## src/hw/pac_defines.svh

```systemverilog
// register offsets, control bit positions, reset values and field codes
// assumes an 8-bit register address and 32-bit register data
`ifndef PAC_DEFINES_SVH
`define PAC_DEFINES_SVH

`define PAC_ADDR_W 8
`define PAC_OFF_CTRL 8'h00
`define PAC_OFF_EGRESS 8'h04
`define PAC_OFF_BUS 8'h08
`define PAC_OFF_VCOUNT 8'h0C
`define PAC_OFF_HDR0 8'h10
`define PAC_OFF_HDR1 8'h14
`define PAC_OFF_HDR2 8'h18

`define PAC_BIT_SRCVAL 0
`define PAC_BIT_XBLOCK 1
`define PAC_BIT_REQRED 2
`define PAC_BIT_CPLRED 3
`define PAC_BIT_UPFWD 4
`define PAC_BIT_EGRESS 5
`define PAC_BIT_DIRXL 6
`define PAC_CTRL_W 7

`define PAC_CTRL_RST 7'h00
`define PAC_BUS_RST 8'h00
`define PAC_VCOUNT_RST 16'h0000
`define PAC_AT_UNTRANS 2'h0
`define PAC_AT_XREQ 2'h1
`define PAC_AT_XLATED 2'h2

`endif

```

## src/hw/pac_pkg.sv

```systemverilog
// types shared by the access-control router and its decision module
// assumes packet fields are already parsed by the transaction layer
package pac_pkg;

  // where the block sits in the hierarchy
  typedef enum logic [1:0] {
    PAC_ROOT_PORT,
    PAC_SWITCH_DSP,
    PAC_MFD_FUNC
  } pac_kind_e;

  typedef enum logic [1:0] {
    PAC_ROUTE,
    PAC_UPSTREAM,
    PAC_VALIDATE,
    PAC_BLOCK
  } pac_outcome_e;

  typedef struct packed {
    logic is_req;
    logic is_cpl;
    logic is_mem;
    logic is_read_cpl;
    logic non_posted;
    logic upstream;
    logic peer;
    logic own_egress;
    logic [1:0] at;
    logic ro;
    logic [7:0] req_bus;
    logic [2:0] req_func;
    logic [2:0] tgt_port;
    logic [95:0] hdr;
  } pac_pkt_s;

endpackage

```

## src/hw/pac_dec_if.sv

```systemverilog
// carries a packet and the live controls to the decision logic and back
// assumes one clock domain; the interface holds no state
`timescale 1ns/100ps
`include "pac_defines.svh"
interface pac_dec_if #(
  parameter int EGR_W = 8
);
  pac_pkg::pac_pkt_s pkt;
  logic [`PAC_CTRL_W-1:0] ctrl;
  logic [EGR_W-1:0] egress;
  logic [7:0] sec_bus;
  logic [7:0] sub_bus;
  pac_pkg::pac_outcome_e outcome;
  logic viol;

  modport router (output pkt, ctrl, egress, sec_bus, sub_bus, input outcome, viol);
  modport decide (input pkt, ctrl, egress, sec_bus, sub_bus, output outcome, viol);
endinterface

```

## src/hw/pac_decide.sv

```systemverilog
// combinational outcome for one packet from the live access-control settings
// assumes the caller registers the result
`timescale 1ns/100ps
`include "pac_defines.svh"
module pac_decide #(
  parameter pac_pkg::pac_kind_e KIND = pac_pkg::PAC_SWITCH_DSP,
  parameter int EGR_W = 8
) (
  pac_dec_if.decide d
);
  // redirect goes to validation in a root port, upstream elsewhere
  function automatic pac_pkg::pac_outcome_e redir();
    return (KIND == pac_pkg::PAC_ROOT_PORT) ? pac_pkg::PAC_VALIDATE : pac_pkg::PAC_UPSTREAM;
  endfunction

  logic src_bad;
  logic xl_bad;
  logic vec_bit;
  logic [2:0] vidx;

  always_comb begin
    src_bad = d.ctrl[`PAC_BIT_SRCVAL] &&
      (d.pkt.req_bus < d.sec_bus || d.pkt.req_bus > d.sub_bus);
    xl_bad = d.ctrl[`PAC_BIT_XBLOCK] && d.pkt.is_mem && d.pkt.at != `PAC_AT_UNTRANS;
    // a function judges by the requester function, a port by the target port
    vidx = (KIND == pac_pkg::PAC_MFD_FUNC) ? d.pkt.req_func : d.pkt.tgt_port;
    vec_bit = (32'(vidx) < EGR_W) ? d.egress[vidx] : 1'b0;
    d.viol = 1'b0;
    d.outcome = pac_pkg::PAC_ROUTE;
    if (!d.pkt.upstream) begin
      d.outcome = pac_pkg::PAC_ROUTE;
    end else if (d.pkt.is_cpl) begin
      // only completion redirect and upstream forwarding touch completions
      if (d.pkt.peer && d.ctrl[`PAC_BIT_CPLRED] && d.pkt.is_read_cpl && !d.pkt.ro) begin
        d.outcome = redir();
      end else if (d.pkt.own_egress && d.ctrl[`PAC_BIT_UPFWD]) begin
        d.outcome = redir();
      end
    end else if (d.pkt.is_req) begin
      if (src_bad || xl_bad) begin
        d.outcome = pac_pkg::PAC_BLOCK;
        d.viol = 1'b1;
      end else if (d.pkt.own_egress && d.ctrl[`PAC_BIT_UPFWD]) begin
        d.outcome = redir();
      end else if (d.pkt.peer) begin
        if (d.ctrl[`PAC_BIT_DIRXL] && d.pkt.is_mem && d.pkt.at == `PAC_AT_XLATED) begin
          d.outcome = pac_pkg::PAC_ROUTE;
        end else if (d.ctrl[`PAC_BIT_REQRED] && (!d.ctrl[`PAC_BIT_EGRESS] || vec_bit)) begin
          d.outcome = redir();
        end else if (d.ctrl[`PAC_BIT_EGRESS] && vec_bit) begin
          d.outcome = pac_pkg::PAC_BLOCK;
          d.viol = 1'b1;
        end
      end
    end
  end
endmodule

```

## src/hw/pac_router.sv

```systemverilog
// access-control router: registers, input stage, decision and violation report
// assumes parsed packet fields from the transaction layer on core_clk
`timescale 1ns/100ps
`include "pac_defines.svh"
// Overview of operation
// - all checks reset disabled until software enables
// - source check requester bus against bus aperture
// - completions ignore all but completion redirect, forwarding
// - translation blocking flags non-default address type
// - switch request redirect sends peer requests upstream
// - root port redirect sends to validation logic
// - never redirect downstream travelling packets
// - switch redirects non-relaxed peer read completions upstream
// - root port completion redirect keeps order via validation
// - completion and request controls stay independent
// - switch upstream forwarding of own-egress packets
// - root port forwarding treated like redirect
// - sending port egress controls block and report
// - translated peer memory requests route directly
// - function request redirect sends peer requests upstream
// - function completion redirect of non-relaxed reads
// - function egress judged by requester function number
// - function direct translated routing bypasses controls
// - functions lack source, translation, forwarding controls
// - bridge, collector, single-function parts never instantiate
// - egress, redirect, vector bit select the outcome
// - blocked non-posted request answered with completer abort
// - address type codes decoded as documented
module pac_router #(
  parameter pac_pkg::pac_kind_e KIND = pac_pkg::PAC_SWITCH_DSP,
  parameter int EGR_W = 8
) (
  input wire logic core_clk,
  input wire logic reset,
  input wire logic [`PAC_ADDR_W-1:0] reg_addr,
  input wire logic [31:0] reg_wdata,
  input wire logic reg_wr,
  input wire logic reg_rd,
  output logic [31:0] reg_rdata,
  input wire logic pkt_valid,
  input wire pac_pkg::pac_pkt_s pkt_in,
  output logic dec_valid,
  output pac_pkg::pac_outcome_e dec_outcome,
  output logic viol_valid,
  output logic viol_ca_cpl,
  output logic [95:0] viol_hdr
);
  // controls a function of a multi-function device may not own
  function automatic logic [`PAC_CTRL_W-1:0] cap_mask();
    logic [`PAC_CTRL_W-1:0] m;
    m = '1;
    if (KIND == pac_pkg::PAC_MFD_FUNC) begin
      m[`PAC_BIT_SRCVAL] = 1'b0;
      m[`PAC_BIT_XBLOCK] = 1'b0;
      m[`PAC_BIT_UPFWD] = 1'b0;
    end
    return m;
  endfunction

  function automatic logic hit(input logic [`PAC_ADDR_W-1:0] off);
    return reg_addr == off;
  endfunction

  // register group
  logic [`PAC_CTRL_W-1:0] ctrl;
  logic [`PAC_CTRL_W-1:0] next_ctrl;
  logic [EGR_W-1:0] egress;
  logic [EGR_W-1:0] next_egress;
  logic [7:0] sec_bus;
  logic [7:0] next_sec_bus;
  logic [7:0] sub_bus;
  logic [7:0] next_sub_bus;
  logic [15:0] vcount;
  logic [15:0] next_vcount;
  logic [95:0] last_hdr;
  logic [95:0] next_last_hdr;
  logic [31:0] next_reg_rdata;

  // input stage
  logic s_valid;
  logic next_s_valid;
  pac_pkg::pac_pkt_s s_pkt;
  pac_pkg::pac_pkt_s next_s_pkt;

  // output stage
  logic next_dec_valid;
  pac_pkg::pac_outcome_e next_dec_outcome;
  logic next_viol_valid;
  logic next_viol_ca_cpl;
  logic [95:0] next_viol_hdr;

  pac_dec_if #(.EGR_W(EGR_W)) dif ();

  pac_decide #(
    .KIND(KIND),
    .EGR_W(EGR_W)
  ) u_decide (
    .d(dif.decide)
  );

  assign dif.pkt = s_pkt;
  assign dif.ctrl = ctrl;
  assign dif.egress = egress;
  assign dif.sec_bus = sec_bus;
  assign dif.sub_bus = sub_bus;

  logic viol_now;
  assign viol_now = s_valid && dif.viol;

  always_comb begin
    next_ctrl = ctrl;
    next_egress = egress;
    next_sec_bus = sec_bus;
    next_sub_bus = sub_bus;
    next_vcount = vcount;
    next_last_hdr = last_hdr;
    next_reg_rdata = 32'h00000000;
    if (reg_wr && hit(`PAC_OFF_CTRL)) begin
      next_ctrl = reg_wdata[`PAC_CTRL_W-1:0] & cap_mask();
    end
    if (reg_wr && hit(`PAC_OFF_EGRESS)) begin
      next_egress = reg_wdata[EGR_W-1:0];
    end
    if (reg_wr && hit(`PAC_OFF_BUS)) begin
      next_sec_bus = reg_wdata[7:0];
      next_sub_bus = reg_wdata[15:8];
    end
    // a violation in the clearing cycle still counts
    if (reg_wr && hit(`PAC_OFF_VCOUNT)) begin
      next_vcount = viol_now ? 16'h0001 : 16'h0000;
    end else if (viol_now && vcount != 16'hFFFF) begin
      next_vcount = vcount + 16'h0001;
    end
    if (viol_now) begin
      next_last_hdr = s_pkt.hdr;
    end
    if (reg_rd) begin
      unique case (reg_addr)
        `PAC_OFF_CTRL: next_reg_rdata = 32'(ctrl);
        `PAC_OFF_EGRESS: next_reg_rdata = 32'(egress);
        `PAC_OFF_BUS: next_reg_rdata = {16'h0000, sub_bus, sec_bus};
        `PAC_OFF_VCOUNT: next_reg_rdata = {16'h0000, vcount};
        `PAC_OFF_HDR0: next_reg_rdata = last_hdr[31:0];
        `PAC_OFF_HDR1: next_reg_rdata = last_hdr[63:32];
        `PAC_OFF_HDR2: next_reg_rdata = last_hdr[95:64];
        default: next_reg_rdata = 32'h00000000;
      endcase
    end
  end

  always_ff @(posedge core_clk or posedge reset) begin
    if (reset) begin
      ctrl <= `PAC_CTRL_RST;
      egress <= '0;
      sec_bus <= `PAC_BUS_RST;
      sub_bus <= `PAC_BUS_RST;
      vcount <= `PAC_VCOUNT_RST;
      last_hdr <= '0;
      reg_rdata <= 32'h00000000;
    end else begin
      ctrl <= next_ctrl;
      egress <= next_egress;
      sec_bus <= next_sec_bus;
      sub_bus <= next_sub_bus;
      vcount <= next_vcount;
      last_hdr <= next_last_hdr;
      reg_rdata <= next_reg_rdata;
    end
  end

  always_comb begin
    next_s_valid = pkt_valid;
    next_s_pkt = pkt_valid ? pkt_in : s_pkt;
  end

  always_ff @(posedge core_clk or posedge reset) begin
    if (reset) begin
      s_valid <= 1'b0;
      s_pkt <= '0;
    end else begin
      s_valid <= next_s_valid;
      s_pkt <= next_s_pkt;
    end
  end

  // exactly one outcome per staged packet
  always_comb begin
    next_dec_valid = s_valid;
    next_dec_outcome = s_valid ? dif.outcome : pac_pkg::PAC_ROUTE;
    next_viol_valid = viol_now;
    next_viol_ca_cpl = viol_now && s_pkt.non_posted;
    next_viol_hdr = viol_now ? s_pkt.hdr : viol_hdr;
  end

  always_ff @(posedge core_clk or posedge reset) begin
    if (reset) begin
      dec_valid <= 1'b0;
      dec_outcome <= pac_pkg::PAC_ROUTE;
      viol_valid <= 1'b0;
      viol_ca_cpl <= 1'b0;
      viol_hdr <= '0;
    end else begin
      dec_valid <= next_dec_valid;
      dec_outcome <= next_dec_outcome;
      viol_valid <= next_viol_valid;
      viol_ca_cpl <= next_viol_ca_cpl;
      viol_hdr <= next_viol_hdr;
    end
  end

  // checking copies of the inputs that produced the current outcome
  pac_pkg::pac_pkt_s q_pkt;
  logic [`PAC_CTRL_W-1:0] q_ctrl;
  logic [7:0] q_sec;
  logic [7:0] q_sub;
  logic q_vec;

  always_ff @(posedge core_clk or posedge reset) begin
    if (reset) begin
      q_pkt <= '0;
      q_ctrl <= '0;
      q_sec <= 8'h00;
      q_sub <= 8'h00;
      q_vec <= 1'b0;
    end else begin
      q_pkt <= s_pkt;
      q_ctrl <= ctrl;
      q_sec <= sec_bus;
      q_sub <= sub_bus;
      q_vec <= egress[s_pkt.tgt_port];
    end
  end

  // redirect target for this kind of port, used by the checks below
  function automatic pac_pkg::pac_outcome_e redir_exp();
    return (KIND == pac_pkg::PAC_ROOT_PORT) ? pac_pkg::PAC_VALIDATE : pac_pkg::PAC_UPSTREAM;
  endfunction

  property p_reset_quiet;
    @(posedge core_clk) disable iff (reset)
      dec_valid && q_ctrl == `PAC_CTRL_RST |-> dec_outcome == pac_pkg::PAC_ROUTE;
  endproperty
  a_reset_quiet: assert property (p_reset_quiet) else $error("check acted while disabled");

  property p_src_range;
    @(posedge core_clk) disable iff (reset)
      dec_valid && q_pkt.upstream && q_pkt.is_req && q_ctrl[`PAC_BIT_SRCVAL]
      && (q_pkt.req_bus < q_sec || q_pkt.req_bus > q_sub)
      |-> dec_outcome == pac_pkg::PAC_BLOCK && viol_valid;
  endproperty
  a_src_range: assert property (p_src_range) else $error("bus outside aperture passed");

  property p_cpl_never_blocked;
    @(posedge core_clk) disable iff (reset)
      dec_valid && q_pkt.is_cpl |-> dec_outcome != pac_pkg::PAC_BLOCK && !viol_valid;
  endproperty
  a_cpl_never_blocked: assert property (p_cpl_never_blocked) else $error("completion blocked");

  property p_xlate_block;
    @(posedge core_clk) disable iff (reset)
      dec_valid && q_pkt.upstream && q_pkt.is_req && q_pkt.is_mem
      && q_ctrl[`PAC_BIT_XBLOCK] && q_pkt.at != `PAC_AT_UNTRANS
      |-> dec_outcome == pac_pkg::PAC_BLOCK;
  endproperty
  a_xlate_block: assert property (p_xlate_block) else $error("address type not blocked");

  property p_down_routed;
    @(posedge core_clk) disable iff (reset)
      dec_valid && !q_pkt.upstream |-> dec_outcome == pac_pkg::PAC_ROUTE && !viol_valid;
  endproperty
  a_down_routed: assert property (p_down_routed) else $error("downstream packet diverted");

  property p_cpl_redirect;
    @(posedge core_clk) disable iff (reset)
      dec_valid && q_pkt.upstream && q_pkt.is_cpl && q_pkt.peer && q_pkt.is_read_cpl
      && !q_pkt.ro && q_ctrl[`PAC_BIT_CPLRED]
      |-> dec_outcome == redir_exp();
  endproperty
  a_cpl_redirect: assert property (p_cpl_redirect) else $error("read completion not redirected");

  property p_direct_xl;
    @(posedge core_clk) disable iff (reset)
      dec_valid && q_pkt.upstream && q_pkt.is_req && q_pkt.peer && !q_pkt.own_egress
      && q_pkt.is_mem && q_pkt.at == `PAC_AT_XLATED && q_ctrl[`PAC_BIT_DIRXL]
      && !q_ctrl[`PAC_BIT_SRCVAL] && !q_ctrl[`PAC_BIT_XBLOCK]
      |-> dec_outcome == pac_pkg::PAC_ROUTE;
  endproperty
  a_direct_xl: assert property (p_direct_xl) else $error("translated request not direct");

  property p_egress_block;
    @(posedge core_clk) disable iff (reset)
      dec_valid && q_pkt.upstream && q_pkt.is_req && q_pkt.peer && !q_pkt.own_egress
      && KIND != pac_pkg::PAC_MFD_FUNC && q_vec && q_ctrl[`PAC_BIT_EGRESS]
      && !q_ctrl[`PAC_BIT_REQRED] && !q_ctrl[`PAC_BIT_DIRXL]
      && !q_ctrl[`PAC_BIT_SRCVAL] && !q_ctrl[`PAC_BIT_XBLOCK]
      |-> dec_outcome == pac_pkg::PAC_BLOCK && viol_valid;
  endproperty
  a_egress_block: assert property (p_egress_block) else $error("egress vector not enforced");

  property p_ca_on_np;
    @(posedge core_clk) disable iff (reset)
      viol_valid |-> viol_ca_cpl == q_pkt.non_posted && viol_hdr == q_pkt.hdr;
  endproperty
  a_ca_on_np: assert property (p_ca_on_np) else $error("abort completion mismatch");

  property p_one_outcome;
    @(posedge core_clk) disable iff (reset)
      s_valid |=> dec_valid ##0 (viol_valid -> dec_outcome == pac_pkg::PAC_BLOCK);
  endproperty
  a_one_outcome: assert property (p_one_outcome) else $error("packet without outcome");

  property p_mfd_caps;
    @(posedge core_clk) disable iff (reset)
      KIND == pac_pkg::PAC_MFD_FUNC |-> !ctrl[`PAC_BIT_SRCVAL] && !ctrl[`PAC_BIT_UPFWD]
      && !ctrl[`PAC_BIT_XBLOCK];
  endproperty
  a_mfd_caps: assert property (p_mfd_caps) else $error("function holds forbidden control");

  property p_req_redirect;
    @(posedge core_clk) disable iff (reset)
      dec_valid && q_pkt.upstream && q_pkt.is_req && q_pkt.peer && !q_pkt.own_egress
      && q_ctrl[`PAC_BIT_REQRED] && !q_ctrl[`PAC_BIT_EGRESS] && !q_ctrl[`PAC_BIT_DIRXL]
      && !q_ctrl[`PAC_BIT_SRCVAL] && !q_ctrl[`PAC_BIT_XBLOCK]
      |-> dec_outcome == redir_exp();
  endproperty
  a_req_redirect: assert property (p_req_redirect) else $error("request not redirected");

  property p_upstream_fwd;
    @(posedge core_clk) disable iff (reset)
      dec_valid && q_pkt.upstream && q_pkt.own_egress && (q_pkt.is_req || q_pkt.is_cpl)
      && q_ctrl[`PAC_BIT_UPFWD] && !q_ctrl[`PAC_BIT_SRCVAL] && !q_ctrl[`PAC_BIT_XBLOCK]
      |-> dec_outcome == redir_exp();
  endproperty
  a_upstream_fwd: assert property (p_upstream_fwd) else $error("no forwarding");

  property p_cpl_untouched;
    @(posedge core_clk) disable iff (reset)
      dec_valid && q_pkt.is_cpl && !q_ctrl[`PAC_BIT_CPLRED] && !q_ctrl[`PAC_BIT_UPFWD]
      |-> dec_outcome == pac_pkg::PAC_ROUTE;
  endproperty
  a_cpl_untouched: assert property (p_cpl_untouched) else $error("completion diverted");

  property p_viol_blocks;
    @(posedge core_clk) disable iff (reset)
      viol_valid |-> dec_valid && dec_outcome == pac_pkg::PAC_BLOCK;
  endproperty
  a_viol_blocks: assert property (p_viol_blocks) else $error("violation without block");

endmodule

```

## config.mk

```make
export PLATFORM = sky130hd
export DESIGN_NAME = pac_router
export DESIGN_NICKNAME = d
export VERILOG_FILES = /design/src/hw/pac_pkg.sv /design/src/hw/pac_dec_if.sv /design/src/hw/pac_decide.sv /design/src/hw/pac_router.sv
export VERILOG_INCLUDE_DIRS = /design/src /design/src/hw
export SDC_FILE = /design/constraint.sdc
export NUM_CORES = 1
export LEC_CHECK = 0
export BUFFER_PORTS_ARGS = -buffer_cell sky130_fd_sc_hd__buf_4
export CORE_UTILIZATION = 36
export CTS_CLUSTER_DIAMETER = 100
export CTS_CLUSTER_SIZE = 8
export DETAILED_ROUTE_END_ITERATION = 8
export GPL_TIMING_DRIVEN = 0
export PLACE_DENSITY = 0.54
export SLEW_MARGIN = 20
export SYNTH_ARGS = -nofsm -noshare
export SYNTH_HDL_FRONTEND = slang
export SYNTH_SLANG_ARGS = --single-unit
```

## constraint.sdc

```tcl
create_clock -name core_clk -period 14.2 [get_ports core_clk]
set_clock_uncertainty 0.15 [all_clocks]
set_input_delay 0.71 -clock core_clk [delete_from_list [all_inputs] [get_ports core_clk]]
set_output_delay 0.71 -clock core_clk [all_outputs]
set_load 0.02 [all_outputs]
```

==> parameters.txt, run 1 <==
Parameter                              Value

Status
  Result of the run    complete, no violations

CTS
  Root Buffer    clkbuf_16
  Post-CTS Setup Repair Bufs    0
  Hold_buf cts    0
  Number of CTS-inserted buffers    43
  Sink Count    298
  H-Tree Level Count    2
  Clock edge transition at the registers on the reported setup and hold paths    50 ps
  Number of instances resized during post-cts repair    0
  TritonCTS clock tree    done
  Clk Latency, worst-skew pair    540 ps
  Clock tree buffer depth    3

Yosys
  Proportion of register bits with asynchronous set or reset after synthesis    100.0%
  Number of flops mapped to enable cells by yosys    0
  Cell Area, Synth    12,360 um^2
  Portion of synthesized cell area occupied by the leading cell type    60.34%
  Top-count cell post-synth    nand2_1
  Synthesized flop and latch total    298
  Avg Synthesized Cell Area    11.65 um^2
  Unique masters post-synth    48
  Cell types occupying the most area after synthesis    dfrtp_1 (60%), mux2_2 (13%), nand2_1 (9.4%), a222oi_1 (2.5%), ha_1 (1.6%)
  Cell type with the highest aggregate area in the netlist    dfrtp_1
  Syn nets    1,243
  Most used DFF post-synth    dfrtp_1
  Portion of the post-synthesis area used by sequential elements    60.34%
  Top cells by count, synth    nand2_1 (308), dfrtp_1 (298), mux2_2 (147)
  Synthesis warning total    0
  Cell count after synthesis    1,061

Setup path
  Worst path bufs/invs    4
  Cell-by-cell trace of the critical path    inv_1 > ha_1 > nand4_1 > o21ai_0 > o21ai_0 > o41ai_4 > inv_1 > clkbuf_1 > buf_2 > nand2_1 > nand2_1
  Critical path data required time    14,480 ps
  Critical path launch point type    flip-flop
  CP Max Fanout    10
  Crit path capture type    flip-flop
  Slowest stage delay, CP    770 ps
  Kind of critical path    flip-flop to flip-flop
  Arrival time worst endpoint    3780 ps
  Cell family with the largest share of critical-path delay    compound AO/OA/AOI/OAI gates
  Standard cell with the maximum stage delay on the critical path    o41ai_4

STA
  Number of hold violations in the final report    0
  Final-layout setup total negative slack    0 ps
  Transition time at the pin with the least slew margin    876.2 ps
  Time the worst path needs with I/O delays and setup    3504 ps
  Peak clock frequency supported by timing    285.4 MHz
  Final-report max-slew violation count    0
  Count of endpoints failing setup in the final report    0
  Remaining max-slew budget at the tightest pin    41.59%
  Final period util    24.67%
  RSZ-0062 raised after global routing    no

Power
  Max rail drop VDD    0.07594 mV
  Static power due to leakage    7.844 nW
  Sw Share    25.82%
  Cell Int Power    0.001579 W
  Combinational Power Share    11.8%
  Register share of total power    46.5%
  Power per standard cell area    131.2 nW/um^2
  Clk pwr share    41.7%
  Sw power    0.0005496 W

Routing
  Via/cell ratio    5.177
  Via count    9,515
  Average wire per cell in the routed design    21.44 um
  1st-pass router iterations    6
  First DRT Iteration DRCs    681
  Total DRC errors in the routed layout    0
  Antenna viol nets, final    0
  WL final    39.40 mm

Placed design
  Port bufs    279
  Last weighted congestion value of the routability-driven placer    0.8408
  HPWL after DPL    29.02 mm

Global route
  Vias in the first global route    9,671
  Maximum number of pins on one net before global-route repair    95
  Met1 Usage GRT    30.37%
  Global-route met3 utilization    5.141%
  Total gr overflow    0
  Combined global-route utilization of all metal layers    22.70%
  Met2 track demand over resource    36.37%
  Most Crowded Layer GR    met2
  Antenna violations before repair    1
  Wire length of the first global-routing pass    60.04 mm

Floorplanning
  Chip Width    187.3 um
  Die footprint    35,080 um^2
  Rows    67
  Area of the core region    33,620 um^2
  Top-level port count    299
  Die height    187.3 um
  Initial core utilization    36.77%

Cells and area
  Final core utilization    48.26%
  Layout overhead on the synthesized area    31.27%
  Total Nets Final    1,570
  Layout cell share with drive strength beyond 1    36.93%

Min path
  Type of the tightest min-delay check    input port to async pin

Run
  Number of violations of the max-capacitance limit    0
## routing by layer
layer	vias to the layer above	share of wire, %
li1	4354	-
met1	4751	42
met2	339	48
met3	71	7.1
met4	0	3.0
met5	-	0
## registers in the layout, indices dropped and copies added (netlist names)
name / count
last_hdr: 96
ctrl: 7
dec_outcome: 2
dif.pkt: 118
next_dec_valid: 1
dif.sub_bus: 8
dif.egress: 8
dec_valid: 1
vcount: 16
reg_rdata: 32
dif.sec_bus: 8
viol_ca_cpl: 1
## kinds of logic (layout without fill, tap and decap cells)
kind of cell,count (synthesis),in the layout,synth area share [%]
compound gates,120,120,7.481
fa+ha+maj,16,16,1.620
buf+inv,81,409,3.067
flops,298,298,60.34
mux,152,152,14.00
other cells,0,1,0
simple gates,394,394,13.49
## worst paths after layout
kind,end,start,cells past startpoint,slack [ps]
setup / recovery,last_hdr[52],dif.sub_bus[7],11,10700
hold / removal,dif.pkt[13],reset,2,20
setup reg to reg,last_hdr[52],dif.sub_bus[7],11,10700
hold reg to reg,last_hdr[15],dif.pkt[15],2,300
max in group asynchronous,last_hdr[54],reset,4,12740
min in group core_clk,next_dec_valid,pkt_valid,1,170
## layout make-up
cell class / instances / area [um^2]
Clock buffer: 43 / 1076
Multi-Input combinational cell: 682 / 4523
Buffer: 59 / 296.5
Sequential cell: 298 / 7457
Fill cell: 3155 / 17390
Tap cell: 448 / 560.5
Antenna cell: 1 / 2.502
Inverter: 22 / 90.09
Timing Repair Buffer: 282 / 2177
Clock inverter: 3 / 41.29
## power groups by stage
stage          clock [W]  sequential (W)  combinational [W]
2_1_floorplan          0         0.00101           0.000107
4_1_cts         0.000912        0.000989           0.000256
3_5_place_dp           0         0.00100           0.000255
6_report        0.000888        0.000989           0.000252
5_1_grt         0.000948        0.000998           0.000276
3_3_place_gp           0         0.00100           0.000247
## cells in the final DEF (no fill, tap or decap), drive strengths merged, types with 22 or more instances in the layout
| master | synthesis | layout |
|---|---|---|
| a22oi | 25 | 25 |
| nor2 | 28 | 28 |
| buf | 26 | 308 |
| a222oi | 31 | 31 |
| nand2 | 308 | 308 |
| a21oi | 24 | 24 |
| mux2 | 147 | 147 |
| inv | 22 | 22 |
| dfrtp | 298 | 298 |
| clkbuf | 33 | 76 |
## per-stage QoR
step,hold slack [ps],total power (W),area [um^2],instances,worst slack (ps)
2_1_floorplan,217.3,0.001120,12360,1061,5107
3_3_place_gp,292.4,0.001249,15010,1788,1368
3_5_place_dp,298.4,0.001257,15100,1791,10740
4_1_cts,21.19,0.002156,16220,1837,10720
5_1_grt,43.02,0.002223,16220,1838,10550
6_report,24.94,0.002129,16220,1838,10700
(Power assumes the default switching activity.)
==> inputs of run 2 (changes only) <==
--- a/config.mk
+++ b/config.mk
@@ -12,7 +12,7 @@
 export CTS_CLUSTER_SIZE = 8
 export DETAILED_ROUTE_END_ITERATION = 8
 export GPL_TIMING_DRIVEN = 0
-export PLACE_DENSITY = 0.54
+export PLACE_DENSITY = 0.57
 export SLEW_MARGIN = 20
 export SYNTH_ARGS = -nofsm -noshare
 export SYNTH_HDL_FRONTEND = slang
==> constraint.sdc (replaced) <==
create_clock -name core_clk -period 2.9 [get_ports core_clk]
set_clock_uncertainty 0.15 [all_clocks]
set_input_delay 0.145 -clock core_clk [delete_from_list [all_inputs] [get_ports core_clk]]
set_output_delay 0.145 -clock core_clk [all_outputs]
set_load 0.02 [all_outputs]
==> run 2 against run 1 <==
Flip-flop and latch count is the same; register-to-register slack got worse by 11000 ps; count of clock-buffer cells in the layout unchanged; critical path depth did not move; combinational power increased to 5.7 times the previous value; core utilization up 5.2 points; clock power rose to 4.9 times the previous value; via count grew 7.9%; worst setup slack got worse by 11000 ps; total power rose to 5.0 times the previous value; critical endpoint is now vcount[8]; largest power group unchanged.
==> parameters.txt, run 2 (synthesized netlist as in run 1, its figures left out) <==
Parameter                              Value

Cells and area
  Layout cell share with drive strength beyond 1    35.82% (-1.1 points)
  Layout overhead on the synthesized area    45.39%
  Total Nets Final    1,722 (+9.7%)
  Most common cell after layout, fill and taps aside    nand2_1
  Largest register FFs    118 (unchanged)
  Commonest non-fill, non-tap cells in the layout    nand2_1 (308), dfrtp_1 (289), buf_4 (286)

CTS
  Sink Count    298 (unchanged)
  H-Tree Level Count    2 (unchanged)
  TritonCTS clock tree    done
  Clock edge transition at the registers on the reported setup and hold paths    50 ps (about the same)
  Root Buffer    clkbuf_16
  Clk Latency, worst-skew pair    530 ps (about the same)
  Number of CTS-inserted buffers    43 (unchanged)
  Clock tree buffer depth    3 (unchanged)

Floorplanning
  Initial core utilization    36.77% (unchanged)
  Chip Width    187.3 um (unchanged)
  Die footprint    35,080 um^2 (unchanged)
  Top-level port count    299 (unchanged)
  Area of the core region    33,620 um^2 (unchanged)
  Rows    67 (unchanged)
  Die height    187.3 um (unchanged)

STA
  Remaining max-slew budget at the tightest pin    42.62% (+1.0 points)
  Time the worst path needs with I/O delays and setup    2830 ps (-673.7 ps)
  Peak clock frequency supported by timing    353.4 MHz (+24%)
  Transition time at the pin with the least slew margin    860.7 ps (-15.48 ps)
  Count of endpoints failing setup in the final report    0 (unchanged)
  Final period util    97.59% (+73 points)
  Number of hold violations in the final report    0 (unchanged)
  Final-layout setup total negative slack    0 ps (unchanged)
  Final-report max-slew violation count    0 (unchanged)

Setup path
  CP Max Fanout    6 (-4)
  Critical path launch point type    flip-flop
  Arrival time worst endpoint    3140 ps (-640 ps)
  Critical register-to-register path startpoint    dif.sec_bus[2]
  Critical path data required time    3210 ps (-11,270 ps)
  Crit path capture type    flip-flop
  Launching element of the worst setup path    dif.sec_bus[2]
  Kind of critical path    flip-flop to flip-flop

Placed design
  HPWL after DPL    29.32 mm (+1.0%)
  Last weighted congestion value of the routability-driven placer    0.8757 (+4.2%)
  Port bufs    279 (unchanged)

Run
  Number of violations of the max-capacitance limit    0 (unchanged)

Power
  Static power due to leakage    8.610 nW (+9.8%)
  Total power    0.01064 W (+400%)
  Power per standard cell area    592.1 nW/um^2 (+350%)
  Max rail drop VDD    0.3599 mV (+370%)

Routing
  First DRT Iteration DRCs    659 (-3.2%)
  Total DRC errors in the routed layout    0 (unchanged)
  Average wire per cell in the routed design    20.36 um (-5.0%)
  Via/cell ratio    5.160 (-0.33%)
  Antenna viol nets, final    0 (unchanged)
  WL final    40.52 mm (+2.8%)
  1st-pass router iterations    8 (+2)
  Via count    10,270 (+7.9%)

Global route
  Total gr overflow    0 (unchanged)
  Combined global-route utilization of all metal layers    23.33% (+0.64 points)
  Antenna violations before repair    1 (unchanged)
  Vias in the first global route    10,660 (+10%)
  Wire length of the first global-routing pass    62.78 mm (+4.6%)
  Maximum number of pins on one net before global-route repair    34 (-64%)

Min path
  Beginning of the worst hold path    reg_addr[0]
  Type of the tightest min-delay check    input port to flip-flop

Status
  Result of the run    complete, no violations
## run 2: cell count changes in the layout (fill, tap and decap cells not counted), sizes merged
cell | previous run | this run
buf | 308 | 321
clkinv | 3 | 1
inv | 22 | 23
clkinvlp | 0 | 1
dlygate4sd3 | 0 | 139
## run 2: power breakdown
group	leakage [nW]	switching, W	internal [W]
Combinational	4.27	0.000682	0.000759
Sequential	3.79	0.000326	0.00452
Clock	0.548	0.00174	0.00261
Total	8.61	0.00275	0.00789
## run 2: metal layers
layer,track usage [%],part of all wire [%]
met1,30.39,42
met2,38.48,49
met3,4.822,6.5
met4,8.291,2.8
met5,0,0
## run 2: metrics by stage
step	worst slack, ps	instance area, um^2	hold WS [ps]	utilization [%]	instances
floorplan	-1354	12360	26.43	-	1061
global route	-18.87	17970	44.12	53.46	1990
CTS	3.819	17810	5.812	52.99	1986
finish	70.03	17970	16.39	53.46	1990
global placement	-3241	15020	143.9	44.68	1788
detailed placement	-511.6	15260	105.2	45.40	1799
## run 2: path summary, 6_finish.rpt
path | endpoint | slack, ps | depth (start not counted)
worst max-delay path | vcount[8] | 70 | 11
worst min-delay path | reg_rdata[9] | 20 | 4
worst max register to register | vcount[8] | 70 | 11
worst min register to register | last_hdr[32] | 310 | 2
max in group asynchronous | last_hdr[27] | 1120 | 8
min in group asynchronous | dif.pkt[12] | 100 | 3
## run 2: repair_timing
item / in CTS / in global routing
endpoints found under the setup margin: 113 / 117
gates resized for setup: 11 / 36
hold endpoints to repair: 246 / 0
hold buffers: 139 / 0
setup buffers: 2 / 4
pin swaps: 1 / 8
## run 2: worst max-delay path, cell delays in order (launching register included)
cell and delay, ps:
dfrtp_1 380, inv_2 80, ha_4 200, a211o_1 250, a31oi_1 180, o311a_1 280
o41ai_4 100, buf_4 170, buf_4 150, buf_4 160, or4_4 520, a21oi_2 150
## run 2: area by class of cell
cell class                 instances  area, um^2
antenna                            1       2.502
buffer                            58       360.3
clock buffer                      43        1076
clock inverter                     3       37.54
fill                            2968       15650
inverter                          22       86.33
multi-input combinational        682        4604
sequential                       298        7468
tap                              448       560.5
timing repair buffer             435        3774
==> inputs of run 3 (changes only) <==
--- a/config.mk
+++ b/config.mk
@@ -7,12 +7,13 @@
 export NUM_CORES = 1
 export LEC_CHECK = 0
 export BUFFER_PORTS_ARGS = -buffer_cell sky130_fd_sc_hd__buf_4
+export CAP_MARGIN = 15
 export CORE_UTILIZATION = 36
 export CTS_CLUSTER_DIAMETER = 100
 export CTS_CLUSTER_SIZE = 8
 export DETAILED_ROUTE_END_ITERATION = 8
 export GPL_TIMING_DRIVEN = 0
-export PLACE_DENSITY = 0.57
+export PLACE_DENSITY = 0.54
 export SLEW_MARGIN = 20
 export SYNTH_ARGS = -nofsm -noshare
 export SYNTH_HDL_FRONTEND = slang
==> constraint.sdc (replaced) <==
create_clock -name core_clk -period 3.17 [get_ports core_clk]
set_clock_uncertainty 0.15 [all_clocks]
set_input_delay 0.1585 -clock core_clk [delete_from_list [all_inputs] [get_ports core_clk]]
set_output_delay 0.1585 -clock core_clk [all_outputs]
set_load 0.02 [all_outputs]
==> run 3 against run 2 <==
Critical path depth down 1; design area down 0.80%; first-iteration DRC count up 10%; core utilization down 0.43 points; combinational power down 10%; maximum frequency down 5.7%; largest power group unchanged; sequential share of layout area up 0.28 points; count of clock-buffer cells in the layout up 1; worst setup slack better by 98 ps; total power down 7.4%; highest routed layer unchanged; worst hold slack better by 9.1 ps; global-route usage down 0.055 points.
==> parameters.txt, run 3 (synthesized netlist as in run 1, its figures left out) <==
Parameter                              Value

Status
  Result of the run    complete, no violations

Routing
  Via count    10,170 (-0.95%)
  Average wire per cell in the routed design    20.34 um (about the same)
  WL final    40.44 mm (-0.19%)
  Via/cell ratio    5.116 (-0.85%)
  Antenna viol nets, final    0 (unchanged)
  Total DRC errors in the routed layout    0 (unchanged)
  First DRT Iteration DRCs    725 (+10%)
  1st-pass router iterations    7 (-1)

CTS
  TritonCTS clock tree    done
  Sink Count    298 (unchanged)
  Number of CTS-inserted buffers    43 (unchanged)
  Clock edge transition at the registers on the reported setup and hold paths    50 ps (about the same)
  H-Tree Level Count    2 (unchanged)
  Root Buffer    clkbuf_16
  Clk Latency, worst-skew pair    550 ps (+20 ps)
  Clock tree buffer depth    3 (unchanged)

Cells and area
  Largest register FFs    118 (unchanged)
  Final core utilization    53.03% (-0.43 points)
  Diode insertion count for antenna repair    0 (-1)
  Non-filler instance count after layout    1,988 (-0.10%)
  Layout overhead on the synthesized area    44.23%
  Layout cell share with drive strength beyond 1    34.16% (-1.7 points)
  Commonest non-fill, non-tap cells in the layout    nand2_1 (308), dfrtp_1 (297), buf_4 (292)
  Most common cell after layout, fill and taps aside    nand2_1
  Number of fill cells in the layout    2,994 (+0.88%)
  Total Nets Final    1,719 (-0.17%)

Global route
  Total gr overflow    0 (unchanged)
  Antenna violations before repair    0 (-1)
  Vias in the first global route    10,510 (-1.4%)
  Wire length of the first global-routing pass    62.67 mm (-0.18%)
  Combined global-route utilization of all metal layers    23.28% (-0.055 points)
  Maximum number of pins on one net before global-route repair    35 (+2.9%)

Run
  Number of violations of the max-capacitance limit    0 (unchanged)

STA
  Count of endpoints failing setup in the final report    0 (unchanged)
  Remaining max-slew budget at the tightest pin    44.50% (+1.9 points)
  Final-layout setup total negative slack    0 ps (unchanged)
  Worst setup slack after layout    167.5 ps (+97.51 ps)
  Transition time at the pin with the least slew margin    832.5 ps (-28.20 ps)
  Peak clock frequency supported by timing    333.1 MHz (-5.7%)
  Time the worst path needs with I/O delays and setup    3002 ps (+172.5 ps)
  Worst hold-check slack    25.47 ps (+9.080 ps)
  Final-report max-slew violation count    0 (unchanged)
  Number of hold violations in the final report    0 (unchanged)
  RSZ-0062 raised after global routing    no
  Final period util    94.71% (-2.9 points)

Setup path
  Worst R2R Path Depth    10 (-1)
  Crit path capture type    flip-flop
  Arrival time worst endpoint    3260 ps (+120 ps)
  Kind of critical path    flip-flop to flip-flop
  Critical register-to-register path startpoint    dif.sub_bus[7]
  Critical path data required time    3430 ps (+220 ps)
  Critical R2R Capture    vcount[14]
  Critical path launch point type    flip-flop
  CP Max Fanout    10 (+4)
  Slack of the worst reg-to-reg path    170 ps (+100 ps)

Placed design
  Last weighted congestion value of the routability-driven placer    0.8784 (+0.31%)
  HPWL after DPL    29.45 mm (+0.46%)
  Port bufs    279 (unchanged)
  Setup Slack @ Placement    -244.1 ps (+267.5 ps)
  # placed instances    1,798 (-0.056%)

Power
  Sw Share    25.70% (-0.13 points)
  Sw power    0.002532 W (-7.9%)
  Combinational Power Share    13.1% (-0.4 points)
  Register share of total power    45.0% (-0.6 points)
  Static power due to leakage    8.526 nW (-0.97%)
  Clk pwr share    41.9% (+1.0 points)
  Max rail drop VDD    0.3937 mV (+9.4%)
  Cell Int Power    0.007321 W (-7.2%)
  Power per standard cell area    552.7 nW/um^2 (-6.7%)

Floorplanning
  Die height    187.3 um (unchanged)
  Area of the core region    33,620 um^2 (unchanged)
  Initial core utilization    36.77% (unchanged)
  Rows    67 (unchanged)
  Chip Width    187.3 um (unchanged)
  Die footprint    35,080 um^2 (unchanged)
  Top-level port count    299 (unchanged)

Min path
  Capture endpoint of the worst hold path    reg_rdata[0]
  Hold path cells    4 (unchanged)
  Type of the tightest min-delay check    input port to flip-flop
  Beginning of the worst hold path    reg_addr[6]
-- run 3: power by group through the flow --
stage	Combinational [W]	Sequential, W	Clock, W
floorplan	0.000480	0.00454	0
global placement	0.00111	0.00449	0
detailed placement	0.00116	0.00449	0
CTS	0.00131	0.00443	0.00422
global route	0.00141	0.00447	0.00436
finish	0.00129	0.00443	0.00412
-- run 3: timing repair --
item | in CTS | in global routing
endpoints found under the hold margin | 262 | 0
setup endpoints to repair | 91 | 93
setup buffers | 1 | 0
gates resized for setup | 0 | 6
pin swaps | 1 | 0
hold buffers | 141 | 0
-- run 3: final cells by class --
| cell class | count | area (um^2) | share of cell area (%) |
|---|---|---|---|
| clock buffer | 44 | 1090 | 6.114 |
| tap | 448 | 560.5 | 3.145 |
| clock inverter | 4 | 85.08 | 0.4773 |
| timing repair buffer | 431 | 3721 | 20.87 |
| sequential | 298 | 7458 | 41.84 |
| multi-input combinational | 682 | 4523 | 25.37 |
| buffer | 59 | 301.5 | 1.692 |
| inverter | 22 | 86.33 | 0.4843 |
-- run 3: through the flow --
| step | total power [W] | area [um^2] |
|---|---|---|
| 2_1_floorplan | 0.005019 | 12360 |
| 3_3_place_gp | 0.005596 | 15020 |
| 3_5_place_dp | 0.005650 | 15230 |
| 4_1_cts | 0.009964 | 17820 |
| 5_1_grt | 0.01024 | 17830 |
| 6_report | 0.009853 | 17830 |
-- run 3: worst max path at each step --
| stage | start | endpoint | slack (ps) | cells past startpoint |
|---|---|---|---|---|
| 3_5_place_dp | dif.sub_bus[7] | last_hdr[25] | -240 | 11 |
| 6_report | dif.sub_bus[7] | vcount[14] | 170 | 10 |
| 2_1_floorplan | reset | ctrl[0] | -1100 | 1 |
| 4_1_cts | dif.sub_bus[1] | last_hdr[27] | 60 | 11 |
| 5_1_grt | dif.sub_bus[3] | vcount[11] | 6 | 11 |
| 3_3_place_gp | reset | dif.pkt[93] | -3090 | 2 |
-- run 3: worst max-delay path, cell delays in order (launching register included) --
cell and delay [ps]:
dfrtp_1 480, inv_1 80, ha_1 320, nand4_1 130, a211oi_1 480, o41ai_4 190
buf_4 200, buf_6 150, buf_4 190, o41ai_1 380, a21oi_1 120
-- run 3: per-layer routing --
metal | part of all wire [%] | vias to the layer above | global-route usage [%]
li1 | - | 4660 | -
met1 | 43 | 5094 | 31.20
met2 | 48 | 352 | 37.78
met3 | 6.3 | 64 | 4.672
met4 | 2.5 | 0 | 7.535
met5 | 0 | - | 0
